===== config.mk =====
export PLATFORM = sky130hd
export DESIGN_NAME = sdc_mode_refresh
export DESIGN_NICKNAME = d
export VERILOG_FILES = /design/src/pkg/sdc_pkg.sv /design/src/logic/sdc_mode_refresh.sv
export SDC_FILE = /design/constraint.sdc
export NUM_CORES = 1
export LEC_CHECK = 0
export BUFFER_PORTS_ARGS = -buffer_cell sky130_fd_sc_hd__buf_2
export CORE_MARGIN = 3
export CORE_UTILIZATION = 30
export CTS_BUF_LIST = sky130_fd_sc_hd__clkbuf_16
export CTS_CLUSTER_SIZE = 14
export DETAILED_ROUTE_END_ITERATION = 10
export PLACE_DENSITY = 0.62
export SLEW_MARGIN = 10
export SYNTH_ARGS = -nofsm -noshare
export SYNTH_HDL_FRONTEND = slang
export SYNTH_SLANG_ARGS = --single-unit

===== constraint.sdc =====
create_clock -name clock -period 9.5 [get_ports clock]
set_clock_uncertainty 0.05 [all_clocks]
set_input_delay 1.9 -clock clock [delete_from_list [all_inputs] [get_ports clock]]
set_output_delay 1.9 -clock clock [all_outputs]
set_load 0.01 [all_outputs]

===== src/pkg/sdc_pkg.sv =====
// sdc_pkg: register map, field layout, reset values and sdram command codes
// assumes: a single master clock domain; the sdram clock is sampled as data
package sdc_pkg;

	// ****************************************
	// register map (byte addresses)
	// ****************************************
	localparam int          ADDR_W        = 8;               // register window is 256 bytes
	localparam logic [7:0]  OFF_MODE      = 8'h00;           // command_mode_register
	localparam logic [7:0]  OFF_PERIOD    = 8'h04;           // refresh_period_register
	localparam logic [7:0]  OFF_TIMING    = 8'h08;           // timing_config_register
	localparam logic [7:0]  OFF_SELFREF   = 8'h0c;           // self_refresh_trigger_register
	localparam logic [7:0]  OFF_LOWPWR    = 8'h10;           // low_power_register
	localparam logic [7:0]  OFF_IRQ_EN    = 8'h14;           // irq_enable_register
	localparam logic [7:0]  OFF_IRQ_DIS   = 8'h18;           // irq_disable_register
	localparam logic [7:0]  OFF_IRQ_MASK  = 8'h1c;           // irq_mask_register
	localparam logic [7:0]  OFF_IRQ_STAT  = 8'h20;           // irq_status_register

	// ****************************************
	// fields and reset values
	// ****************************************
	localparam int          MODE_LSB      = 0;               // command mode field position
	localparam int          MODE_W        = 4;               // command mode field width
	localparam int          DBW_BIT       = 4;               // bus_width_select position
	localparam int          COUNT_W       = 12;              // refresh count width
	localparam int          ERR_BIT       = 0;               // refresh_error_flag position
	localparam logic [4:0]  MODE_RST      = 5'h10;           // 16-bit bus, normal mode
	localparam logic [11:0] COUNT_RST     = 12'h800;         // refresh count reset
	localparam logic [31:0] TIMING_RST    = 32'h2a99c140;    // timing config reset

	// command mode values
	localparam logic [3:0]  CM_NORMAL     = 4'h0;
	localparam logic [3:0]  CM_NOP        = 4'h1;
	localparam logic [3:0]  CM_PRECHARGE  = 4'h2;
	localparam logic [3:0]  CM_LOAD_MODE  = 4'h3;
	localparam logic [3:0]  CM_REFRESH    = 4'h4;

	// ****************************************
	// sdram command pins and codes
	// ****************************************
	typedef struct packed {
		logic cs_n;                                       // chip select, low active
		logic ras_n;                                      // row strobe, low active
		logic cas_n;                                      // column strobe, low active
		logic we_n;                                       // write enable, low active
	} sdc_cmd_type;

	localparam sdc_cmd_type CMD_NOP       = 4'b0111;
	localparam sdc_cmd_type CMD_ACTIVE    = 4'b0011;
	localparam sdc_cmd_type CMD_READ      = 4'b0101;
	localparam sdc_cmd_type CMD_WRITE     = 4'b0100;
	localparam sdc_cmd_type CMD_PRECHARGE = 4'b0010;
	localparam sdc_cmd_type CMD_REFRESH   = 4'b0001;
	localparam sdc_cmd_type CMD_LOAD_MODE = 4'b0000;
	localparam int          PRE_ALL_BIT   = 10;              // address bit selecting all banks

	// access sequencer states
	typedef enum logic [1:0] {
		SEQ_IDLE,
		SEQ_RW,
		SEQ_PRE
	} sdc_seq_type;

endpackage


===== src/logic/sdc_mode_refresh.sv =====
// sdc_mode_refresh: command mode, refresh timer and register slave of the sdram controller
// assumes: axi4-lite master on clock; access port on clock; sdram clock and data pins
// arrive from outside and are sampled through two flip-flops
//
// How it works
// - nine registers at 0x00..0x20, rest reserved
// - four-bit mode field picks access command
// - mode zero runs activate, read/write, precharge
// - mode one issues only nop
// - mode two issues precharge of all banks
// - mode three loads mode register from offset
// - mode four issues auto-refresh; software precharged first
// - width bit selects 32 or 16 bit data
// - 12-bit count reloads periodic refresh timer
// - each timer pulse starts a refresh
// - no timer refresh until count field written
// - missed refresh before next raises error
// - error flag sticky, cleared by status read
module sdc_mode_refresh (
	input  wire logic                clock,          // master clock, 125 mhz
	input  wire logic                reset,          // asynchronous, active high
	// axi4-lite slave
	input  wire logic [7:0]          s_awaddr,
	input  wire logic                s_awvalid,
	output logic                     s_awready,
	input  wire logic [31:0]         s_wdata,
	input  wire logic [3:0]          s_wstrb,
	input  wire logic                s_wvalid,
	output logic                     s_wready,
	output logic [1:0]               s_bresp,
	output logic                     s_bvalid,
	input  wire logic                s_bready,
	input  wire logic [7:0]          s_araddr,
	input  wire logic                s_arvalid,
	output logic                     s_arready,
	output logic [31:0]              s_rdata,
	output logic [1:0]               s_rresp,
	output logic                     s_rvalid,
	input  wire logic                s_rready,
	// access port from the on-chip master into sdram space
	input  wire logic                acc_valid,
	input  wire logic                acc_write,
	input  wire logic [25:0]         acc_addr,       // offset from sdram base
	input  wire logic [31:0]         acc_wdata,
	output logic                     acc_ready,      // one-cycle pulse, access done
	output logic [31:0]              acc_rdata,
	// sdram side
	input  wire logic                sdram_clk_in,   // link clock, sampled
	output sdc_pkg::sdc_cmd_type     sdram_cmd,
	output logic [12:0]              sdram_a,
	output logic [1:0]               sdram_ba,
	input  wire logic [31:0]         sdram_dq_in,
	output logic [31:0]              sdram_dq_out,
	output logic [31:0]              sdram_dq_oe,
	output logic                     bus_width_16,
	output logic                     irq
);

	// ****************************************
	// state
	// ****************************************
	typedef struct packed {
		logic                        aw_got;         // write address latched
		logic [7:0]                  aw_addr;
		logic                        w_got;          // write data latched
		logic [31:0]                 w_data;
		logic [3:0]                  w_strb;
		logic                        awready;
		logic                        wready;
		logic                        bvalid;
		logic                        arready;
		logic                        rvalid;
		logic [31:0]                 rdata;
		logic [4:0]                  mode;           // width bit and command mode
		logic [11:0]                 count;          // refresh count
		logic                        armed;          // count written at least once
		logic [31:0]                 timing;         // timing config, stored only
		logic                        lowpwr;         // low-power bit, stored only
		logic                        imask;          // refresh error enable
		logic                        istat;          // refresh error flag
		logic                        irq;
		logic [11:0]                 tmr;            // refresh down counter
		logic                        tick;           // refresh pulse
		logic                        ref_pend;       // refresh waiting for the link
		logic                        clk_s1;         // link clock synchroniser
		logic                        clk_s2;
		logic                        clk_prev;
		logic [31:0]                 dq_s1;          // data pin synchroniser
		logic [31:0]                 dq_s2;
		sdc_pkg::sdc_seq_type        seq;
		sdc_pkg::sdc_cmd_type        cmd;
		logic [12:0]                 a;
		logic [1:0]                  ba;
		logic [31:0]                 dq_out;
		logic [31:0]                 dq_oe;
		logic                        acc_ready;
		logic [31:0]                 acc_rdata;
	} sdc_state_type;

	sdc_state_type st_r;
	sdc_state_type st_nxt;

	// byte-lane merge for writable registers
	function automatic logic [31:0] sdc_merge(input logic [31:0] old, input logic [31:0] nw,
		input logic [3:0] strb);
		logic [31:0] res;
		res = old;
		for (int i = 0; i < 4; i++) begin
			if (strb[i]) begin
				res[i*8 +: 8] = nw[i*8 +: 8];
			end
		end
		return res;
	endfunction

	// ****************************************
	// next-state logic
	// ****************************************
	logic        wr_fire;                             // both write halves present
	logic        rd_fire;                             // read address taken
	logic        link_edge;                           // rising edge of sampled link clock
	logic        err_set;                             // refresh missed
	logic        err_clr;                             // status register read
	logic        tmr_load;                            // period write reloads the timer this cycle
	logic [31:0] wmerged;
	logic [31:0] rd_val;

	// combinational update of the whole state
	always_comb begin
		st_nxt    = st_r;
		wr_fire   = st_r.aw_got && st_r.w_got && !st_r.bvalid;
		rd_fire   = s_arvalid && st_r.arready;
		link_edge = st_r.clk_s2 && !st_r.clk_prev;
		err_set   = 1'b0;
		err_clr   = 1'b0;
		tmr_load  = 1'b0;
		wmerged   = 32'h0;
		rd_val    = 32'h0;

		// synchronisers: first stage read only by second
		st_nxt.clk_s1   = sdram_clk_in;
		st_nxt.clk_s2   = st_r.clk_s1;
		st_nxt.clk_prev = st_r.clk_s2;
		st_nxt.dq_s1    = sdram_dq_in;
		st_nxt.dq_s2    = st_r.dq_s1;

		// address and data channels taken in either order
		if (s_awvalid && st_r.awready) begin
			st_nxt.aw_got  = 1'b1;
			st_nxt.aw_addr = s_awaddr;
		end
		if (s_wvalid && st_r.wready) begin
			st_nxt.w_got  = 1'b1;
			st_nxt.w_data = s_wdata;
			st_nxt.w_strb = s_wstrb;
		end

		// register write
		if (wr_fire) begin
			st_nxt.aw_got = 1'b0;
			st_nxt.w_got  = 1'b0;
			st_nxt.bvalid = 1'b1;
			case ({st_r.aw_addr[7:2], 2'b00})
				sdc_pkg::OFF_MODE: begin
					wmerged     = sdc_merge({27'h0, st_r.mode}, st_r.w_data, st_r.w_strb);
					st_nxt.mode = wmerged[4:0];
				end
				sdc_pkg::OFF_PERIOD: begin
					wmerged      = sdc_merge({20'h0, st_r.count}, st_r.w_data, st_r.w_strb);
					st_nxt.count = wmerged[11:0];
					if (st_r.w_strb[1:0] != 2'b00) begin
						st_nxt.armed = 1'b1;
						tmr_load     = 1'b1;
						st_nxt.tmr   = wmerged[11:0];
					end
				end
				sdc_pkg::OFF_TIMING: begin
					st_nxt.timing = sdc_merge(st_r.timing, st_r.w_data, st_r.w_strb);
				end
				sdc_pkg::OFF_LOWPWR: begin
					if (st_r.w_strb[0]) begin
						st_nxt.lowpwr = st_r.w_data[0];
					end
				end
				sdc_pkg::OFF_IRQ_EN: begin
					if (st_r.w_strb[0] && st_r.w_data[sdc_pkg::ERR_BIT]) begin
						st_nxt.imask = 1'b1;
					end
				end
				sdc_pkg::OFF_IRQ_DIS: begin
					if (st_r.w_strb[0] && st_r.w_data[sdc_pkg::ERR_BIT]) begin
						st_nxt.imask = 1'b0;
					end
				end
				default: begin
					// self refresh trigger, read-only and reserved offsets ignore writes
				end
			endcase
		end
		if (st_r.bvalid && s_bready) begin
			st_nxt.bvalid = 1'b0;
		end
		st_nxt.awready = !st_nxt.aw_got && !st_nxt.bvalid;
		st_nxt.wready  = !st_nxt.w_got && !st_nxt.bvalid;

		// register read, one cycle after the address is taken
		if (rd_fire) begin
			case ({s_araddr[7:2], 2'b00})
				sdc_pkg::OFF_MODE:     rd_val = {27'h0, st_r.mode};
				sdc_pkg::OFF_PERIOD:   rd_val = {20'h0, st_r.count};
				sdc_pkg::OFF_TIMING:   rd_val = st_r.timing;
				sdc_pkg::OFF_LOWPWR:   rd_val = {31'h0, st_r.lowpwr};
				sdc_pkg::OFF_IRQ_MASK: rd_val = {31'h0, st_r.imask};
				sdc_pkg::OFF_IRQ_STAT: begin
					rd_val  = {31'h0, st_r.istat};
					err_clr = 1'b1;
				end
				default:               rd_val = 32'h0;
			endcase
			st_nxt.rdata  = rd_val;
			st_nxt.rvalid = 1'b1;
		end
		if (st_r.rvalid && s_rready) begin
			st_nxt.rvalid = 1'b0;
		end
		st_nxt.arready = !st_nxt.rvalid;

		// refresh timer: pulse every count cycles once armed
		st_nxt.tick = 1'b0;
		if (!tmr_load && st_r.armed && st_r.count != 12'h000) begin
			if (st_r.tmr <= 12'h001) begin
				st_nxt.tmr  = st_r.count;
				st_nxt.tick = 1'b1;
			end else begin
				st_nxt.tmr = st_r.tmr - 12'h001;
			end
		end
		if (st_r.tick) begin
			st_nxt.ref_pend = 1'b1;
			err_set         = st_r.ref_pend;
		end

		// sdram sequencer, moves on sampled link clock edges
		st_nxt.acc_ready = 1'b0;
		if (link_edge) begin
			st_nxt.cmd   = sdc_pkg::CMD_NOP;
			st_nxt.dq_oe = 32'h0;
			case (st_r.seq)
				sdc_pkg::SEQ_IDLE: begin
					if (st_r.ref_pend) begin
						st_nxt.cmd      = sdc_pkg::CMD_REFRESH;
						st_nxt.ref_pend = st_r.tick;                  // a tick on this edge stays queued
					end else if (acc_valid) begin
						case (st_r.mode[3:0])
							sdc_pkg::CM_NORMAL: begin
								st_nxt.cmd = sdc_pkg::CMD_ACTIVE;
								st_nxt.ba  = acc_addr[25:24];
								st_nxt.a   = acc_addr[23:11];
								st_nxt.seq = sdc_pkg::SEQ_RW;
							end
							sdc_pkg::CM_PRECHARGE: begin
								st_nxt.cmd = sdc_pkg::CMD_PRECHARGE;
								st_nxt.a   = 13'h0400;
								st_nxt.acc_ready = 1'b1;
							end
							sdc_pkg::CM_LOAD_MODE: begin
								st_nxt.cmd = sdc_pkg::CMD_LOAD_MODE;
								st_nxt.a   = acc_addr[12:0];
								st_nxt.ba  = acc_addr[14:13];
								st_nxt.acc_ready = 1'b1;
							end
							sdc_pkg::CM_REFRESH: begin
								st_nxt.cmd = sdc_pkg::CMD_REFRESH;
								st_nxt.acc_ready = 1'b1;
							end
							default: begin
								st_nxt.cmd = sdc_pkg::CMD_NOP;
								st_nxt.acc_ready = 1'b1;
							end
						endcase
					end
				end
				sdc_pkg::SEQ_RW: begin
					st_nxt.cmd = acc_write ? sdc_pkg::CMD_WRITE : sdc_pkg::CMD_READ;
					st_nxt.a   = st_r.mode[sdc_pkg::DBW_BIT] ? {3'h0, acc_addr[10:1]}
					                                          : {3'h0, acc_addr[11:2]};
					if (acc_write) begin
						st_nxt.dq_out = acc_wdata;
						st_nxt.dq_oe  = st_r.mode[sdc_pkg::DBW_BIT] ? 32'h0000ffff
						                                             : 32'hffffffff;
					end
					st_nxt.seq = sdc_pkg::SEQ_PRE;
				end
				sdc_pkg::SEQ_PRE: begin
					st_nxt.cmd       = sdc_pkg::CMD_PRECHARGE;
					st_nxt.a         = 13'h0400;
					st_nxt.acc_rdata = st_r.mode[sdc_pkg::DBW_BIT] ? {16'h0, st_r.dq_s2[15:0]}
					                                               : st_r.dq_s2;
					st_nxt.acc_ready = 1'b1;
					st_nxt.seq       = sdc_pkg::SEQ_IDLE;
				end
				default: begin
					st_nxt.seq = sdc_pkg::SEQ_IDLE;
				end
			endcase
		end

		// sticky error: a new miss wins over the clearing read
		if (err_set) begin
			st_nxt.istat = 1'b1;
		end else if (err_clr) begin
			st_nxt.istat = 1'b0;
		end
		st_nxt.irq = st_nxt.istat && st_nxt.imask;
	end

	// ****************************************
	// state register
	// ****************************************
	always_ff @(posedge clock or posedge reset) begin
		if (reset) begin
			st_r        <= '0;
			st_r.mode   <= sdc_pkg::MODE_RST;
			st_r.count  <= sdc_pkg::COUNT_RST;
			st_r.timing <= sdc_pkg::TIMING_RST;
			st_r.seq    <= sdc_pkg::SEQ_IDLE;
			st_r.cmd    <= sdc_pkg::CMD_NOP;
		end else begin
			st_r <= st_nxt;
		end
	end

	// ****************************************
	// outputs, straight from flip-flops; bresp and rresp tied to zero
	// ****************************************
	assign s_awready    = st_r.awready;
	assign s_wready     = st_r.wready;
	assign s_bvalid     = st_r.bvalid;
	assign s_bresp      = 2'h0;
	assign s_arready    = st_r.arready;
	assign s_rvalid     = st_r.rvalid;
	assign s_rdata      = st_r.rdata;
	assign s_rresp      = 2'h0;
	assign acc_ready    = st_r.acc_ready;
	assign acc_rdata    = st_r.acc_rdata;
	assign sdram_cmd    = st_r.cmd;
	assign sdram_a      = st_r.a;
	assign sdram_ba     = st_r.ba;
	assign sdram_dq_out = st_r.dq_out;
	assign sdram_dq_oe  = st_r.dq_oe;
	assign bus_width_16 = st_r.mode[sdc_pkg::DBW_BIT];
	assign irq          = st_r.irq;
endmodule


### Yosys cells after proc, flatten, opt, wreduce, memory -nomap -nowiden

Index checks and enable logic that the tools add are counted.

| word-level totals | value |
|---|---|
| flip-flop bits (word level) | 336 |
| bits in latches | 0 |
| RAM bits | 0 |
| input port bits | 152 |
| memories kept | 0 |
| output and inout bits | 159 |
| memory bits (read-only) | 0 |

| cells by class | value |
|---|---|
| bitwise operators | 1 |
| reduce and logical (&&, ||, !) cells | 46 |
| shift operators | 0 |
| equal/unequal tests | 19 |
| divide/modulo/power cells | 0 |
| add/sub/neg operators | 1 |
| $mul | 0 |
| $lt $le $gt $ge | 1 |
| mux-type cells | 55 |

Operator list:

| kind | count |
|---|---|
| 32-bit one-hot mux with 6 select lines | 1 |
| 32-bit two-way mux | 5 |
| 33-bit two-way mux | 2 |
| 17-bit one-hot mux with 3 select lines | 1 |
| 12-bit two-way mux | 4 |
| 13-bit one-hot mux with 3 select lines | 1 |
| 37-bit two-way mux | 1 |
| 6-bit by 3-bit equality test with 1-bit output (second input constant) | 5 |
| 3-bit AND reduction | 9 |
| 1-bit two-way mux | 25 |
| 21-bit two-way mux | 1 |
| 15-bit two-way mux | 1 |
| 1-bit logical AND | 14 |
| 13-bit two-way mux | 1 |
| 6-bit by 1-bit equality test with 1-bit output (second input constant) | 2 |
| 6-bit by 2-bit equality test with 1-bit output (second input constant) | 2 |
| 12-bit by 1-bit less-or-equal comparator with 1-bit output (second input constant) | 1 |
| 6-bit logical NOT | 2 |
| 3-bit one-hot mux with 4 select lines | 1 |
| 12-bit nonzero test | 1 |
| 12-bit by 1-bit subtractor with 12-bit output (second input constant) | 1 |
| 10-bit two-way mux | 1 |
| 5-bit AND reduction | 2 |
| 2-bit nonzero test | 5 |
| 21 further kinds | 34 |

### Logic depth before layout (Yosys ltp)

| depth | value |
|---|---|
| word-level depth | 9 |
| mapped depth | 9 |

### Worst setup path after synthesis

No wires, ideal clock.

| timing path | value |
|---|---|
| kind | input port to flip-flop |
| start point | in acc_valid |
| end point | reg st_r, in the netlist sdram_a[0] |
| buffers on the path | 1 |
| path slack | 6.022 ns |
| stages | 5 |
| data arrival time | 3.304 ns |
| required time | 9.325 ns |
| cell sequence | nor2b_1 a21boi_0 a211oi_1 clkbuf_1 mux2_2 |

| between the ends | value |
|---|---|
| longest elaborated chain between the ends | 2 |

Ends and longest elaborated chain:

| element | RTL line | RTL |
|---|---|---|
| from (decl) | sdc_mode_refresh.sv:41 | `input wire logic acc_valid,` |
| 2-bit inequality test (no source line) | n/a |  |
| 5-bit AND reduction (no source line) | n/a |  |
| to (signal assigned) | sdc_mode_refresh.sv:329 | `st_r <= st_nxt;` |
| to (decl) | sdc_mode_refresh.sv:100 | `sdc_state_type st_r;` |

Every way passes these cells.
A chain may end at the register's enable or synchronous reset.

### Final worst setup path

| timing path | value |
|---|---|
| start point | reg st_r, in the netlist bus_width_16 |
| end point | out bus_width_16 |

RTL lines:

| element | RTL line | RTL |
|---|---|---|
| to (decl) | sdc_mode_refresh.sv:55 | `output logic bus_width_16,` |

No word-level cell between the ends.

==> reports/results.ini <==
[critical_path]
slowest_delay_ps = 1000
cp_data_required_time_ps = 7550
worst-path-stages = 1
crit_fanout = 30
arrival_ps = 1800
critPathLaunchType = flop
path_buf_inv = 1
worstSetupPathType = reg2out
worstSetupEndpointType = output pin
path_cells = buf_2
crit_slowest_cell = dfstp_2
critical_path.top_delay_family = flip-flops
ff2ff_path_depth = 6

[clock_network]
htree_levels = 2
cts_num_sinks = 303
clk_latency_ps = 540
cts_root_buf = clkbuf_16
cts_tree = yes
cts-resized-gates = 0
post_cts_buffers = 0
ctsHoldBuffers = 0
numCtsBuffers = 36
clk_pin_slew_ps = 50
clk_path_buf_depth = 3

[logic_synthesis]
synthCells = 1038
yosysTopAreaCellShare = 0.552
yosysWarningCount = 0
syn_area_mm2 = 0.0130
netlist-cell-type-count = 59
synth_edf_count = 0
synthTopCellsByArea = dfrtp_1, mux2_2, buf_4, dfstp_2, mux2i_1
synth_area_leader_cell = dfrtp_1
ys.flop_type = dfrtp_1
ys_ff_latch = 303
async_flop_share = 1.00
syn_avg_cell_area_um2 = 12.5
ys_seq_area_frac = 0.584

[worst_hold_path]
whs_path_depth = 0
hold_path_class = reg2reg

[timing]
finalMaxSlewViolations = 0
setup_viol = 0
period_minus_slack_ps = 3750
relSlewSlack = 0.293
timing.final.hold_violations = 0
worstMarginPinSlew_ps = 1060
fmax_mhz = 267
rsz0062_at_grt = false
timing.final.crit_share = 0.395
fin_tns_setup_ps = 0

[finish]
fillers = 4196
layout_common_cells = buf_2, dfrtp_1, mux2_2
fin_util = 0.358
fin_nets = 1345
design_area_mm2 = 0.0152
drive_gt1_frac = 0.443
final_common_cell = buf_2
area_growth_pct = 16.6

[detailed_routing]
wl_per_cell_um = 16.8
viasPerCell = 4.52
drt_iter0_drc = 419
drt_first_pass_iters = 5
vias = 8116
drt-total-wl_mm = 30.3
antenna_left = 0
drc = 0

[floorplanning]
die_y_um = 214
io_pins = 311
fp.dieArea_mm2 = 0.0459
die_w_um = 214
core_mm2 = 0.0424
start_util = 0.307
row_count = 75

[global_routing]
grt_pass1_vias = 8420
grt_overflow = 0
use_met3 = 0.0442
use_met2 = 0.221
antenna_found_initial = 4
top_usage_layer = met2
grt_use_total = 0.131
grt_max_degree = 182
grt_pass1_wl_mm = 48.3
grtUsageMet1 = 0.159

[power]
leakagePower_nw = 7.41
ir_drop_mv = 0.142
p_per_area_mw_per_mm2 = 299

[place]
port_buffers = 301
dp_hpwl_mm = 21.2
place_area_mm2 = 0.0140
place_congestion = 0.871

[flow_run]
max-cap-violations = 0

[outcome]
status = finished clean

[sequential cells by signal (all words and copies together), names as in the netlist, 2 cells and up]
signal        count
sdram_cmd         3
acc_rdata        32
sdram_ba          2
s_rdata          32
sdram_dq_out     32
sdram_a          13
sdram_dq_oe       2
st_nxt           34
st_r            145
[through the flow]
| step | setup WS (ps) | hold WS [ps] | cells | power [mW] |
|---|---|---|---|---|
| 6_report | 5750 | 296 | 1797 | 4.54 |
| 5_1_grt | 5640 | 302 | 1796 | 4.83 |
| 4_1_cts | 5680 | 298 | 1795 | 4.62 |
| 3_5_place_dp | 5600 | 285 | 1730 | 3.23 |
| 3_3_place_gp | 5660 | 283 | 1730 | 3.19 |
| 2_1_floorplan | 3530 | 281 | 1042 | 3.03 |
[power breakdown]
part	switching (mW)	total, mW	leakage (nW)	internal (mW)
Sequential	0.326	2.02	3.77	1.69
Combinational	0.566	1.17	3.05	0.608
Clock	0.534	1.35	0.592	0.814
Total	1.43	4.54	7.41	3.11
[synth_stat cells (5+ instances only)]
cell,count
dfrtp_1,287
clkbuf_1,44
nor3_1,5
buf_4,151
a211o_1,5
a22o_1,22
and3_1,14
o32ai_1,5
or4_1,9
nor2b_1,9
nand2_1,58
nor2_1,27
inv_1,13
a22oi_1,8
a21oi_1,36
o21ai_0,41
nand2b_1,20
mux2i_1,29
dfstp_2,16
o22ai_1,13
mux2_2,150
[path summary, 6_finish.rpt]
path | startpoint | endpoint | slack [ps]
min in group asynchronous | reset | s_rdata[28] | 1530
worst max-delay path | bus_width_16 | bus_width_16 | 5750
worst min-delay path | st_nxt[132] | st_r[132] | 300
worst min register to register | st_nxt[132] | st_r[132] | 300
worst max register to register | st_r[245] | st_r[192] | 6760
max in group asynchronous | reset | sdram_dq_out[0] | 6530
[final cells by class]
type	count	area, um2	area share
Sequential cell	303	7600	0.501
Multi-Input combinational cell	525	4040	0.266
Timing Repair Buffer	312	1600	0.106
Clock buffer	37	926	0.0610
Tap cell	577	722	0.0476
Clock inverter	28	231	0.0153
Inverter	13	52.6	0.00346
Antenna cell	2	5.00	0.000330
[logic make-up (layout without fill, tap and decap cells)]
kind of cell | count (synthesis) | in the layout | share of synthesized area
and+or+nand+nor | 175 | 175 | 0.0706
AOI/OAI and AO/OA | 161 | 161 | 0.0821
muxes | 179 | 179 | 0.152
other | 1 | 7 | 0.000288
adders and majority gates | 2 | 2 | 0.00192
buffers and inverters | 214 | 390 | 0.107
xor gates and xnor gates | 3 | 3 | 0.00202
DFF | 303 | 303 | 0.584
[routing by layer]
layer	share of wire	up-vias
met5	0.00086	-
met4	0.026	4
met3	0.074	59
met2	0.48	276
met1	0.42	4000
li1	-	3777
Note: power is estimated with default switching activity, not from simulation.
